<file path="config.mk">
export PLATFORM = sky130hd
export DESIGN_NAME = bcs_brake_check
export DESIGN_NICKNAME = d
export VERILOG_FILES = /design/src/bcs_pkg.sv /design/src/bcs_brake_check.sv
export SDC_FILE = /design/constraint.sdc
export NUM_CORES = 1
export LEC_CHECK = 0
export BUFFER_PORTS_ARGS = -buffer_cell sky130_fd_sc_hd__clkbuf_2
export CELL_PAD_IN_SITES_DETAIL_PLACEMENT = 2
export CELL_PAD_IN_SITES_GLOBAL_PLACEMENT = 2
export CORE_ASPECT_RATIO = 0.6
export CORE_MARGIN = 10
export CORE_UTILIZATION = 24
export CTS_CLUSTER_SIZE = 12
export DETAILED_ROUTE_END_ITERATION = 10
export HOLD_SLACK_MARGIN = 0.12
export PLACE_DENSITY_LB_ADDON = 0.1
export RECOVER_POWER = 100
export SYNTH_ARGS = -nofsm -noshare
export SYNTH_HDL_FRONTEND = slang
export SYNTH_SLANG_ARGS = --single-unit
</file>
<file path="constraint.sdc">
create_clock -name i_clk -period 4.1 [get_ports i_clk]
set_input_delay 0.82 -clock i_clk [delete_from_list [all_inputs] [get_ports i_clk]]
set_output_delay 0.82 -clock i_clk [all_outputs]
set_load 0.05 [all_outputs]
</file>
<file path="src/bcs_pkg.sv">
// Constants, types and register map of the brake-check status and speed limit block
package bcs_pkg;

    localparam int SPEED_W = 16;
    localparam int NUM_AXES = 6;

    // Flag bit positions inside the six-bit flag word
    localparam int FL_PASSED = 5;
    localparam int FL_REQUEST = 4;
    localparam int FL_FAILED = 3;
    localparam int FL_WARNING = 2;
    localparam int FL_ACTIVE = 1;
    localparam int FL_PREWARN = 0;

    // Message codes
    localparam logic [15:0] MSG_NONE = 16'h0000;
    localparam logic [15:0] MSG_TOOL_CHANGE = 16'd20494;
    localparam logic [15:0] MSG_UNSYNC = 16'd20487;
    localparam logic [15:0] MSG_OVERRIDE = 16'd20490;
    localparam logic [15:0] MSG_BRAKE_REQUEST = 16'd20450;

    // Reduced speed limits
    localparam logic [SPEED_W-1:0] LIM_POINT_MMPS = 16'd250;
    localparam logic [SPEED_W-1:0] LIM_AXIS_LOW_DPS = 16'd20;
    localparam logic [SPEED_W-1:0] LIM_AXIS_HIGH_DPS = 16'd38;
    localparam int AXIS_HIGH_FIRST = 3;

    // Register map, byte addresses
    localparam int ADDR_W = 8;
    localparam logic [ADDR_W-1:0] REG_CTRL = 8'h00;
    localparam logic [ADDR_W-1:0] REG_FLAGS = 8'h04;
    localparam logic [ADDR_W-1:0] REG_SUPERV = 8'h08;

    // Field positions
    localparam int CTRL_LIMIT_EN = 0;
    localparam int CTRL_LAG_LSB = 8;
    localparam int FLAGS_MIRROR_LSB = 8;
    localparam int SUP_POINTS_LSB = 16;
    localparam int SUP_OVERSPEED = 24;
    localparam int SUP_LIMITED = 25;

    // Reset values
    localparam logic CTRL_LIMIT_EN_RST = 1'b1;
    localparam logic [7:0] MIRROR_LAG_RST = 8'h04;
    localparam logic [5:0] FLAGS_RST = 6'h00;

    typedef struct packed {
        logic passed;
        logic request;
        logic failed;
        logic warning;
        logic active;
        logic prewarning;
    } bcs_flags_t;

    typedef struct packed {
        logic [SPEED_W-1:0] tool_point;
        logic [SPEED_W-1:0] flange;
        logic [SPEED_W-1:0] elbow;
        logic [NUM_AXES-1:0][SPEED_W-1:0] axis;
    } bcs_speeds_t;

    typedef struct packed {
        logic tool_point;
        logic flange;
        logic elbow;
        logic axes;
    } bcs_points_t;

    typedef struct packed {
        logic start;
        logic passed;
        logic warning;
        logic failed;
        logic interrupted;
        logic pointer_to_main;
        logic config_loaded;
        logic prewarn_expired;
        logic interval_elapsed;
    } bcs_events_t;

    typedef enum logic [9:0] {
        EV_NONE = 10'b00_0000_0001,
        EV_CONFIG = 10'b00_0000_0010,
        EV_FAIL = 10'b00_0000_0100,
        EV_WARN = 10'b00_0000_1000,
        EV_PASS = 10'b00_0001_0000,
        EV_MAIN = 10'b00_0010_0000,
        EV_INTR = 10'b00_0100_0000,
        EV_START = 10'b00_1000_0000,
        EV_INTERVAL = 10'b01_0000_0000,
        EV_PREWARN = 10'b10_0000_0000
    } bcs_event_t;

endpackage

</file>
<file path="src/bcs_brake_check.sv">
// Brake-check status flags, mirrors, speed supervision selection and limits
//
// The address-and-strobe port and the address map were decided locally.
`timescale 1ns/100ps
module bcs_brake_check (
    input wire logic i_clk,
    input wire logic i_nrst,
    input wire bcs_pkg::bcs_events_t i_events,
    input wire logic i_invalid_tool,
    input wire logic i_sync_state_flag,
    input wire logic i_override_supervision,
    input wire bcs_pkg::bcs_speeds_t i_speeds,
    input wire logic [bcs_pkg::ADDR_W-1:0] i_addr,
    input wire logic [31:0] i_wdata,
    input wire logic i_wr,
    input wire logic i_rd,
    output logic [31:0] o_rdata,
    output bcs_pkg::bcs_flags_t o_flags,
    output bcs_pkg::bcs_flags_t o_mirror,
    output logic [15:0] o_msg_code,
    output logic o_msg_pulse,
    output logic o_request_msg_pulse,
    output bcs_pkg::bcs_points_t o_points,
    output logic o_speed_limited,
    output logic o_overspeed
);
    import bcs_pkg::*;

    logic [5:0] prim;
    logic [5:0] mirror;
    logic [5:0] pending;
    logic [7:0] lag_cnt;
    logic [7:0] mirror_lag;
    logic limit_en;
    logic prew_snap;
    logic first_test;
    logic request_seen;
    bcs_event_t ev;
    logic [5:0] p_set;
    logic [5:0] p_clr;
    logic [5:0] m_set;
    logic [5:0] m_clr;
    logic [5:0] next_prim;
    logic [5:0] next_mirror;
    logic [5:0] next_pending;
    logic [15:0] next_msg;
    bcs_points_t next_points;
    logic next_overspeed;
    logic [NUM_AXES-1:0] axis_over;

    // Event selection, one per cycle, most decisive outcome first
    always_comb begin
        if (i_events.config_loaded) begin
            ev = EV_CONFIG;
        end else if (i_events.failed) begin
            ev = EV_FAIL;
        end else if (i_events.warning) begin
            ev = EV_WARN;
        end else if (i_events.passed) begin
            ev = EV_PASS;
        end else if (i_events.pointer_to_main) begin
            ev = EV_MAIN;
        end else if (i_events.interrupted) begin
            ev = EV_INTR;
        end else if (i_events.start) begin
            ev = EV_START;
        end else if (i_events.interval_elapsed) begin
            ev = EV_INTERVAL;
        end else if (i_events.prewarn_expired) begin
            ev = EV_PREWARN;
        end else begin
            ev = EV_NONE;
        end
    end

    // Set and clear masks for primaries and mirrors
    always_comb begin
        p_set = 6'h00;
        p_clr = 6'h00;
        m_set = 6'h00;
        m_clr = 6'h00;
        unique case (ev)
            EV_CONFIG: begin
                p_set = 6'h01 << FL_REQUEST;
                p_clr = ~p_set;
                m_set = p_set;
                m_clr = p_clr;
            end
            EV_FAIL: begin
                p_set = (6'h01 << FL_REQUEST) | (6'h01 << FL_FAILED);
                p_clr = (6'h01 << FL_PASSED) | (6'h01 << FL_WARNING) | (6'h01 << FL_ACTIVE);
                m_set = p_set;
                m_clr = p_clr;
            end
            EV_WARN: begin
                p_set = 6'h01 << FL_WARNING;
                p_clr = ~p_set;
                m_set = p_set;
                m_clr = p_clr;
            end
            EV_PASS: begin
                p_set = 6'h01 << FL_PASSED;
                p_clr = ~p_set;
                m_set = p_set;
                m_clr = p_clr;
            end
            EV_MAIN: begin
                p_set = 6'h01 << FL_REQUEST;
                p_clr = (6'h01 << FL_PASSED) | (6'h01 << FL_ACTIVE);
                m_clr = p_clr;
            end
            EV_INTR: begin
                m_set = 6'h01 << FL_REQUEST;
            end
            EV_START: begin
                p_set = 6'h01 << FL_ACTIVE;
                p_clr = (6'h01 << FL_PASSED) | (6'h01 << FL_FAILED) | (6'h01 << FL_WARNING);
                m_set = 6'h01 << FL_ACTIVE;
                m_clr = 6'h01 << FL_PASSED;
            end
            EV_INTERVAL: begin
                p_set = (6'h01 << FL_REQUEST) | (6'h01 << FL_PREWARN);
                m_set = p_set;
            end
            EV_PREWARN: begin
                p_set = 6'h01 << FL_PREWARN;
                m_set = p_set;
            end
            EV_NONE: begin
                p_set = 6'h00;
            end
        endcase
    end

    // Next flag values; a failed test restores the pre-test prewarning
    always_comb begin
        next_prim = (prim & ~p_clr) | p_set;
        next_mirror = mirror;
        if (ev == EV_FAIL) begin
            next_prim[FL_PREWARN] = prew_snap;
        end
        // Lagged copy of primaries not written explicitly this cycle
        if (pending != 6'h00 && lag_cnt >= mirror_lag) begin
            next_mirror = (mirror & ~pending) | (prim & pending);
        end
        next_mirror = (next_mirror & ~m_clr) | m_set;
        if (ev == EV_FAIL) begin
            next_mirror[FL_PREWARN] = prew_snap;
        end
        next_pending = pending;
        if (pending != 6'h00 && lag_cnt >= mirror_lag) begin
            next_pending = 6'h00;
        end
        next_pending = (next_pending | (next_prim ^ prim)) & ~(m_set | m_clr);
        if (ev == EV_FAIL) begin
            next_pending[FL_PREWARN] = 1'b0;
        end
    end

    always_ff @(posedge i_clk or negedge i_nrst) begin
        if (!i_nrst) begin
            prim <= FLAGS_RST;
            mirror <= FLAGS_RST;
            pending <= 6'h00;
        end else begin
            prim <= next_prim;
            mirror <= next_mirror;
            pending <= next_pending;
        end
    end

    // Lag timer restarts whenever new bits start waiting
    always_ff @(posedge i_clk or negedge i_nrst) begin
        if (!i_nrst) begin
            lag_cnt <= 8'h00;
        end else if (next_pending == 6'h00 || (next_pending & ~pending) != 6'h00) begin
            lag_cnt <= 8'h00;
        end else if (lag_cnt != 8'hff) begin
            lag_cnt <= lag_cnt + 8'h01;
        end
    end

    // Prewarning level seen when the test began
    always_ff @(posedge i_clk or negedge i_nrst) begin
        if (!i_nrst) begin
            prew_snap <= 1'b0;
            first_test <= 1'b0;
        end else begin
            if (ev == EV_START) begin
                prew_snap <= prim[FL_PREWARN];
            end else if (!prim[FL_ACTIVE]) begin
                // No test running: an error outcome leaves prewarning as it stands
                prew_snap <= next_prim[FL_PREWARN];
            end
            if (ev == EV_CONFIG) begin
                first_test <= 1'b1;
            end else if (ev == EV_START) begin
                first_test <= 1'b0;
            end
        end
    end

    assign o_flags = prim;
    assign o_mirror = mirror;
    assign o_speed_limited = limit_en & prim[FL_REQUEST];

    // Prioritised message choice
    always_comb begin
        if (i_invalid_tool) begin
            next_msg = MSG_TOOL_CHANGE;
        end else if (!i_sync_state_flag) begin
            next_msg = MSG_UNSYNC;
        end else if (i_override_supervision) begin
            next_msg = MSG_OVERRIDE;
        end else begin
            next_msg = MSG_NONE;
        end
    end

    // Supervised points are the union of all active supervisions
    always_comb begin
        next_points.tool_point = i_invalid_tool | !i_sync_state_flag | i_override_supervision
            | prim[FL_REQUEST];
        next_points.flange = i_invalid_tool | !i_sync_state_flag | i_override_supervision;
        next_points.elbow = next_points.flange;
        next_points.axes = !i_sync_state_flag;
    end

    genvar ax;
    generate
        for (ax = 0; ax < NUM_AXES; ax++) begin : g_axis
            if (ax < AXIS_HIGH_FIRST) begin : g_low
                assign axis_over[ax] = i_speeds.axis[ax] >= LIM_AXIS_LOW_DPS;
            end else begin : g_high
                assign axis_over[ax] = i_speeds.axis[ax] >= LIM_AXIS_HIGH_DPS;
            end
        end
    endgenerate

    always_comb begin
        next_overspeed = (next_points.tool_point && i_speeds.tool_point >= LIM_POINT_MMPS)
            || (next_points.flange && i_speeds.flange >= LIM_POINT_MMPS)
            || (next_points.elbow && i_speeds.elbow >= LIM_POINT_MMPS)
            || (next_points.axes && axis_over != '0);
    end

    always_ff @(posedge i_clk or negedge i_nrst) begin
        if (!i_nrst) begin
            o_msg_code <= MSG_NONE;
            o_msg_pulse <= 1'b0;
            o_points <= '0;
            o_overspeed <= 1'b0;
        end else begin
            o_msg_code <= next_msg;
            o_msg_pulse <= (next_msg != o_msg_code) && (next_msg != MSG_NONE);
            o_points <= next_points;
            o_overspeed <= next_overspeed;
        end
    end

    // Brake-request message stands apart from the priority choice
    always_ff @(posedge i_clk or negedge i_nrst) begin
        if (!i_nrst) begin
            request_seen <= 1'b0;
            o_request_msg_pulse <= 1'b0;
        end else begin
            request_seen <= prim[FL_REQUEST];
            o_request_msg_pulse <= prim[FL_REQUEST] & ~request_seen;
        end
    end

    // Register port: writes
    always_ff @(posedge i_clk or negedge i_nrst) begin
        if (!i_nrst) begin
            limit_en <= CTRL_LIMIT_EN_RST;
            mirror_lag <= MIRROR_LAG_RST;
        end else if (i_wr && i_addr == REG_CTRL) begin
            limit_en <= i_wdata[CTRL_LIMIT_EN];
            mirror_lag <= i_wdata[CTRL_LAG_LSB +: 8];
        end
    end

    // Register port: reads answer in the next cycle only
    always_ff @(posedge i_clk or negedge i_nrst) begin
        if (!i_nrst) begin
            o_rdata <= 32'h0000_0000;
        end else if (i_rd) begin
            o_rdata <= 32'h0000_0000;
            unique case (i_addr)
                REG_CTRL: begin
                    o_rdata[CTRL_LIMIT_EN] <= limit_en;
                    o_rdata[CTRL_LAG_LSB +: 8] <= mirror_lag;
                end
                REG_FLAGS: begin
                    o_rdata[5:0] <= prim;
                    o_rdata[FLAGS_MIRROR_LSB +: 6] <= mirror;
                end
                REG_SUPERV: begin
                    o_rdata[15:0] <= o_msg_code;
                    o_rdata[SUP_POINTS_LSB +: 4] <= o_points;
                    o_rdata[SUP_OVERSPEED] <= o_overspeed;
                    o_rdata[SUP_LIMITED] <= o_speed_limited;
                end
                default: begin
                    o_rdata <= 32'h0000_0000;
                end
            endcase
        end else begin
            o_rdata <= 32'h0000_0000;
        end
    end

    // Checker helper: the last test began with prewarning clear and no outcome or configuration has followed
    logic prew_clear_run;
    always_ff @(posedge i_clk or negedge i_nrst) begin
        if (!i_nrst) begin
            prew_clear_run <= 1'b0;
        end else if (ev == EV_START) begin
            prew_clear_run <= !prim[FL_PREWARN];
        end else if (ev == EV_CONFIG || ev == EV_PASS || ev == EV_WARN || ev == EV_FAIL) begin
            prew_clear_run <= 1'b0;
        end
    end

    // Checker helper: request mirror held high by an interruption
    logic intr_req;
    always_ff @(posedge i_clk or negedge i_nrst) begin
        if (!i_nrst) begin
            intr_req <= 1'b0;
        end else if (ev == EV_INTR) begin
            intr_req <= 1'b1;
        end else if (mirror[FL_REQUEST] == prim[FL_REQUEST]) begin
            intr_req <= 1'b0;
        end
    end
endmodule

</file>
### Yosys cells after proc, flatten, opt, wreduce, memory -nomap -nowiden

Cells that the tools add are included.

| storage, ports and cells | value |
|---|---|
| output and inout port bits | 68 |
| flip-flop bits (word level) | 91 |
| logic and storage cells | 117 |

| operators by class | value |
|---|---|
| reductions and logical operators | 21 |
| add/sub/neg operators | 1 |
| equal/unequal tests | 14 |
| bitwise logic cells | 22 |
| magnitude comparators | 10 |
| multiplexer cells | 33 |

Operators with widths:

| operator | count |
|---|---|
| two-way mux 10 bit | 9 |
| one-hot mux 6 bit (7 select lines) | 2 |
| one-hot mux 6 bit (6 select lines) | 2 |
| greater-or-equal comparator 16 x 5 -> 1 bit (second input constant) | 3 |
| greater-or-equal comparator 16 x 6 -> 1 bit (second input constant) | 3 |
| greater-or-equal comparator 16 x 8 -> 1 bit (second input constant) | 3 |
| two-way mux 15 bit | 3 |
| bitwise AND 6 bit | 6 |
| bitwise OR 6 bit | 5 |
| two-way mux 26 bit | 1 |
| NOT 6 bit | 4 |
| one-hot mux 6 bit (3 select lines) | 1 |
| nonzero test 6 bit | 3 |
| two-way mux 8 bit | 2 |
| != test 16 bit | 1 |
| nonzero test 16 bit | 1 |
| two-way mux 6 bit | 2 |
| == test 10 bit (second input constant) | 1 |
| == test 10 x 2 -> 1 bit (second input constant) | 1 |
| == test 10 x 3 -> 1 bit (second input constant) | 1 |
| == test 10 x 4 -> 1 bit (second input constant) | 1 |
| == test 10 x 5 -> 1 bit (second input constant) | 1 |
| == test 10 x 6 -> 1 bit (second input constant) | 1 |
| == test 10 x 7 -> 1 bit (second input constant) | 1 |
| other kinds (25) | 43 |

### Longest topological paths before layout

| depth | value |
|---|---|
| word-level depth | 23 |
| mapped depth | 9 |
| gate-level depth less buffers | 8 |

### Worst setup path after synthesis

OpenSTA, ideal clock, no wires.

| path | value |
|---|---|
| kind | in2reg |
| from | in i_addr[5] in the netlist's numbering |
| to | reg o_rdata[15] |
| arrival | 2.117 ns |
| slack | 1.901 ns |
| stages on the path | 6 |
| library setup time | 0.082 ns |
| buffers on the path | 1 |
| cells stage by stage | or4_4 > nor3_4 > nand2_4 > or2_1 > buf_6 > nor3_4 |

| on the way | value |
|---|---|
| cells in the longest elaborated chain, start to end | 3 |
| elaborated cells between the ends (all ways) | 4 |
| those cells by class | eq/ne (1); mux (2); reduce/logical (1) |

RTL lines:

| element | line | source |
|---|---|---|
| from (decl) | bcs_brake_check.sv:13 | `input wire logic [bcs_pkg::ADDR_W-1:0] i_addr,` |
| == test 8 x 4 -> 1 bit / logical NOT 8 bit (equally long branches) | bcs_brake_check.sv:289 | `unique case (i_addr)` |
| one-hot mux 2 bit (2 select lines) * | bcs_brake_check.sv:289 |  |
| two-way mux 26 bit * | bcs_brake_check.sv:287 | `end else if (i_rd) begin` |
| to (signal, indexed assignment) | bcs_brake_check.sv:291 | `o_rdata[CTRL_LIMIT_EN] <= limit_en;` |
| to (signal, indexed assignment) | bcs_brake_check.sv:292 | `o_rdata[CTRL_LAG_LSB +: 8] <= mirror_lag;` |
| to (signal, indexed assignment) | bcs_brake_check.sv:296 | `o_rdata[FLAGS_MIRROR_LSB +: 6] <= mirror;` |
| to (decl) | bcs_brake_check.sv:17 | `output logic [31:0] o_rdata,` |

Mark *: on every way between the ends. The rest lies on a longest branch, timed or not.
A chain may end at the register's enable or synchronous reset.

### Final worst setup path

| path | value |
|---|---|
| from | reg mirror_lag[7] |
| to | reg mirror[5] (netlist: o_mirror[5]) |

| on the way | value |
|---|---|
| cells in the longest elaborated chain, start to end | 5 |

RTL lines:

| element | line | source |
|---|---|---|
| from (decl) | bcs_brake_check.sv:33 | `logic [7:0] mirror_lag;` |
| from (signal assigned) | bcs_brake_check.sv:279 | `mirror_lag <= i_wdata[CTRL_LAG_LSB +: 8];` |
| greater-or-equal comparator 8 bit | bcs_brake_check.sv:143 | `if (pending != 6'h00 && lag_cnt >= mirror_lag) begin` |
| logical AND 1 bit | bcs_brake_check.sv:143 |  |
| two-way mux 6 bit | bcs_brake_check.sv:143 |  |
| bitwise AND 6 bit | bcs_brake_check.sv:146 | `next_mirror = (next_mirror & ~m_clr) \| m_set;` |
| bitwise OR 6 bit | bcs_brake_check.sv:146 |  |
| net next_mirror[5] | bcs_brake_check.sv:44 | `logic [5:0] next_mirror;` |
| to (signal assigned) | bcs_brake_check.sv:167 | `mirror <= next_mirror;` |
| to (decl) | bcs_brake_check.sv:30 | `logic [5:0] mirror;` |

The timed path passes the listed nets, and every way through them passes these cells.

==> results.cfg <==
[critical_path]
path_max_fanout = 13
cp-end-kind = flop
start_kind = flop
crit_arrival_ps = 3170
path_class = flop to flop
rrSetupSlack_ps = 1110
crit_required_ps = 4280

[timing]
slew_viol_final = 40
fmax_mhz = 334
post-route-period-util = 0.730
layout_setup_ws_ps = 1110
holdWs_ps = 406
finalClockSkew_ps = 6.82
setup_viol = 0
fin_crit_ps = 2990
slew_headroom = -0.537
hold_violations = 0
worst_pin_slew_ps = 2300
setup-tns-final_ps = 0
rsz0062_at_grt = false

[global_routing]
overflow = 0
grt_use_total = 0.156
grt_first_pass_wirelength_mm = 25.3
grt_max_degree = 40
antenna_found_initial = 0
first_global_vias = 4285

[die]
die_y_um = 116
io_pins = 268
die_width_um = 181
num_rows = 35
die_area_um2 = 21000
start_util = 0.244
coreArea_um2 = 15200

[cells_and_area]
final_cell_mix = clkbuf_2, dfrtp_1, clkbuf_1
postLayoutCellArea_um2 = 5060
nNetsFinal = 788
syn_to_final_growth_pct = 36.3
final_layout_size_suffix_gt1_frac = 0.337
final_common_cell = clkbuf_2
antennaDiodeCount = 0

[power_and_ir_drop]
irDropWorstVdd_mv = 0.151
cellLeakagePower_nw = 2.41
cellPowerDensity_nw_per_um2 = 356

[clock_network]
clkTransAtPathRegs_ps = 60
clockRootBuffer = clkbuf_16
numClockSinks = 66
cts_buffers = 9
cts-resized-gates = 0
clock_latency_ps = 340
cts_tree = done
clock_path_buffers = 2
htreeDepth = 3
post_cts_buffers = 0
cts_hold_buf = 0

[min_path]
hold_path.class = flop to flop

[detailed_routing]
firstDrtPassIters = 4
vias = 3687
first_iter_violations = 237
antenna_left = 0
drc_errors = 0
drt-vias-per-instance = 4.68
wl_per_cell_um = 21.7
finalWirelength_mm = 17.1

[yosys]
ys_types = 66
synth.top_cell.area_share = 0.432
syn_area_um2 = 3710
yosysWarningCount = 0
synthFlopType = dfrtp_1
syn-instance-count = 370
syn_avg_cell_area_um2 = 10.0
synth_seq_area_share = 0.446
yosysTopAreaCell = dfrtp_1
async_reset_ff_frac = 1.00
synth_area_leaders = dfrtp_1, buf_4, nor4_1
synth_edf_count = 0
ys_ff_latch = 66

[placement]
port-buffer-count = 210
routabilityCongestion = 0.864
place_ws_ps = 1290
placed_cell_area_um2 = 4860
dp_hpwl_mm = 14.6

[run]
max_cap_viol_count = 1

[status]
outcome = finished with violations
violations = max-capacitance violations, max-slew violations
final timing paths:
kind	start	endpoint	depth (start not counted)
worst max-delay path	mirror_lag[7]	o_mirror[5]	8
worst min-delay path	request_seen	o_request_msg_pulse	1
worst max register to register	mirror_lag[7]	o_mirror[5]	8
worst min register to register	request_seen	o_request_msg_pulse	1
max in group asynchronous	i_nrst	o_msg_code[2]	2
min in group asynchronous	i_nrst	o_flags[1]	1
logic make-up after synthesis:
family,share of synthesized area
AO/OA/AOI/OAI,0.149
XOR/XNOR,0.00944
adder cells (fa/ha/maj),0.0303
buffers and inverters,0.0839
flip-flops,0.446
multiplexers,0.0516
other,0.00101
AND/OR/NAND/NOR,0.229
layer usage:
metal / wire length [um] / track usage / vias to the layer above
li1: - / - / 1732
met1: 7890 / 0.207 / 1819
met2: 7950 / 0.243 / 123
met3: 1040 / 0.0483 / 13
met4: 207 / 0.0381 / 0
met5: 0 / 0 / -
worst max-delay path, cell delays in order, from the launching register on:
cell and delay, ps:
dfrtp_1 350, inv_1 90, ha_1 400, and4_1 260, nand2_1 110, o211ai_1 790, and3_1 260, o21ai_1 80
a2111oi_0 500
power by group:
part	leakage [nW]	total, mW	switching [mW]	internal, mW
sequential	0.864	0.683	0.0170	0.666
clock	0.153	0.835	0.301	0.534
combinational	1.39	0.282	0.190	0.0914
total	2.41	1.80	0.508	1.29
layout make-up:
type                    count  area [um2]
clock buffers              10         229
repair buffers            211         993
inverters                  18        67.6
clock inverters             6        90.1
well taps                 203         254
flip-flops and latches     66        1650
multi-input cells         273        1770
fillers                  1773       10200
synthesized netlist by cell type, drive strengths merged (4+ instances only):
library cell and instances:
dfrtp 64, nor2 35, buf 32, nor4 26, inv 18, nand2 17, o21ai 16, a21oi 13
nor3 11, nand4 10, ha 9, mux2 9, mux2i 9, and3 8, a211oi 7, and2 7
nand3 7, a22oi 5, or2 5, a311oi 4, a31oi 4, nand2b 4, nor2b 4, o211ai 4
registers in the layout, summed over array words and instances (netlist names), 3 cells and up:
| name | count |
|---|---|
| o_rdata | 19 |
| lag_cnt | 8 |
| mirror_lag | 8 |
| o_flags | 6 |
| o_mirror | 6 |
| pending | 6 |
| o_msg_code | 4 |
| o_points | 3 |
metrics by stage:
step	total power, mW	instances	util
2_1_floorplan	0.863	391	-
3_3_place_gp	0.977	771	0.319
3_5_place_dp	0.986	771	0.319
4_1_cts	1.83	787	0.340
5_1_grt	1.88	787	0.332
6_report	1.80	787	0.332
Note: power is estimated with default switching activity, not from simulation.
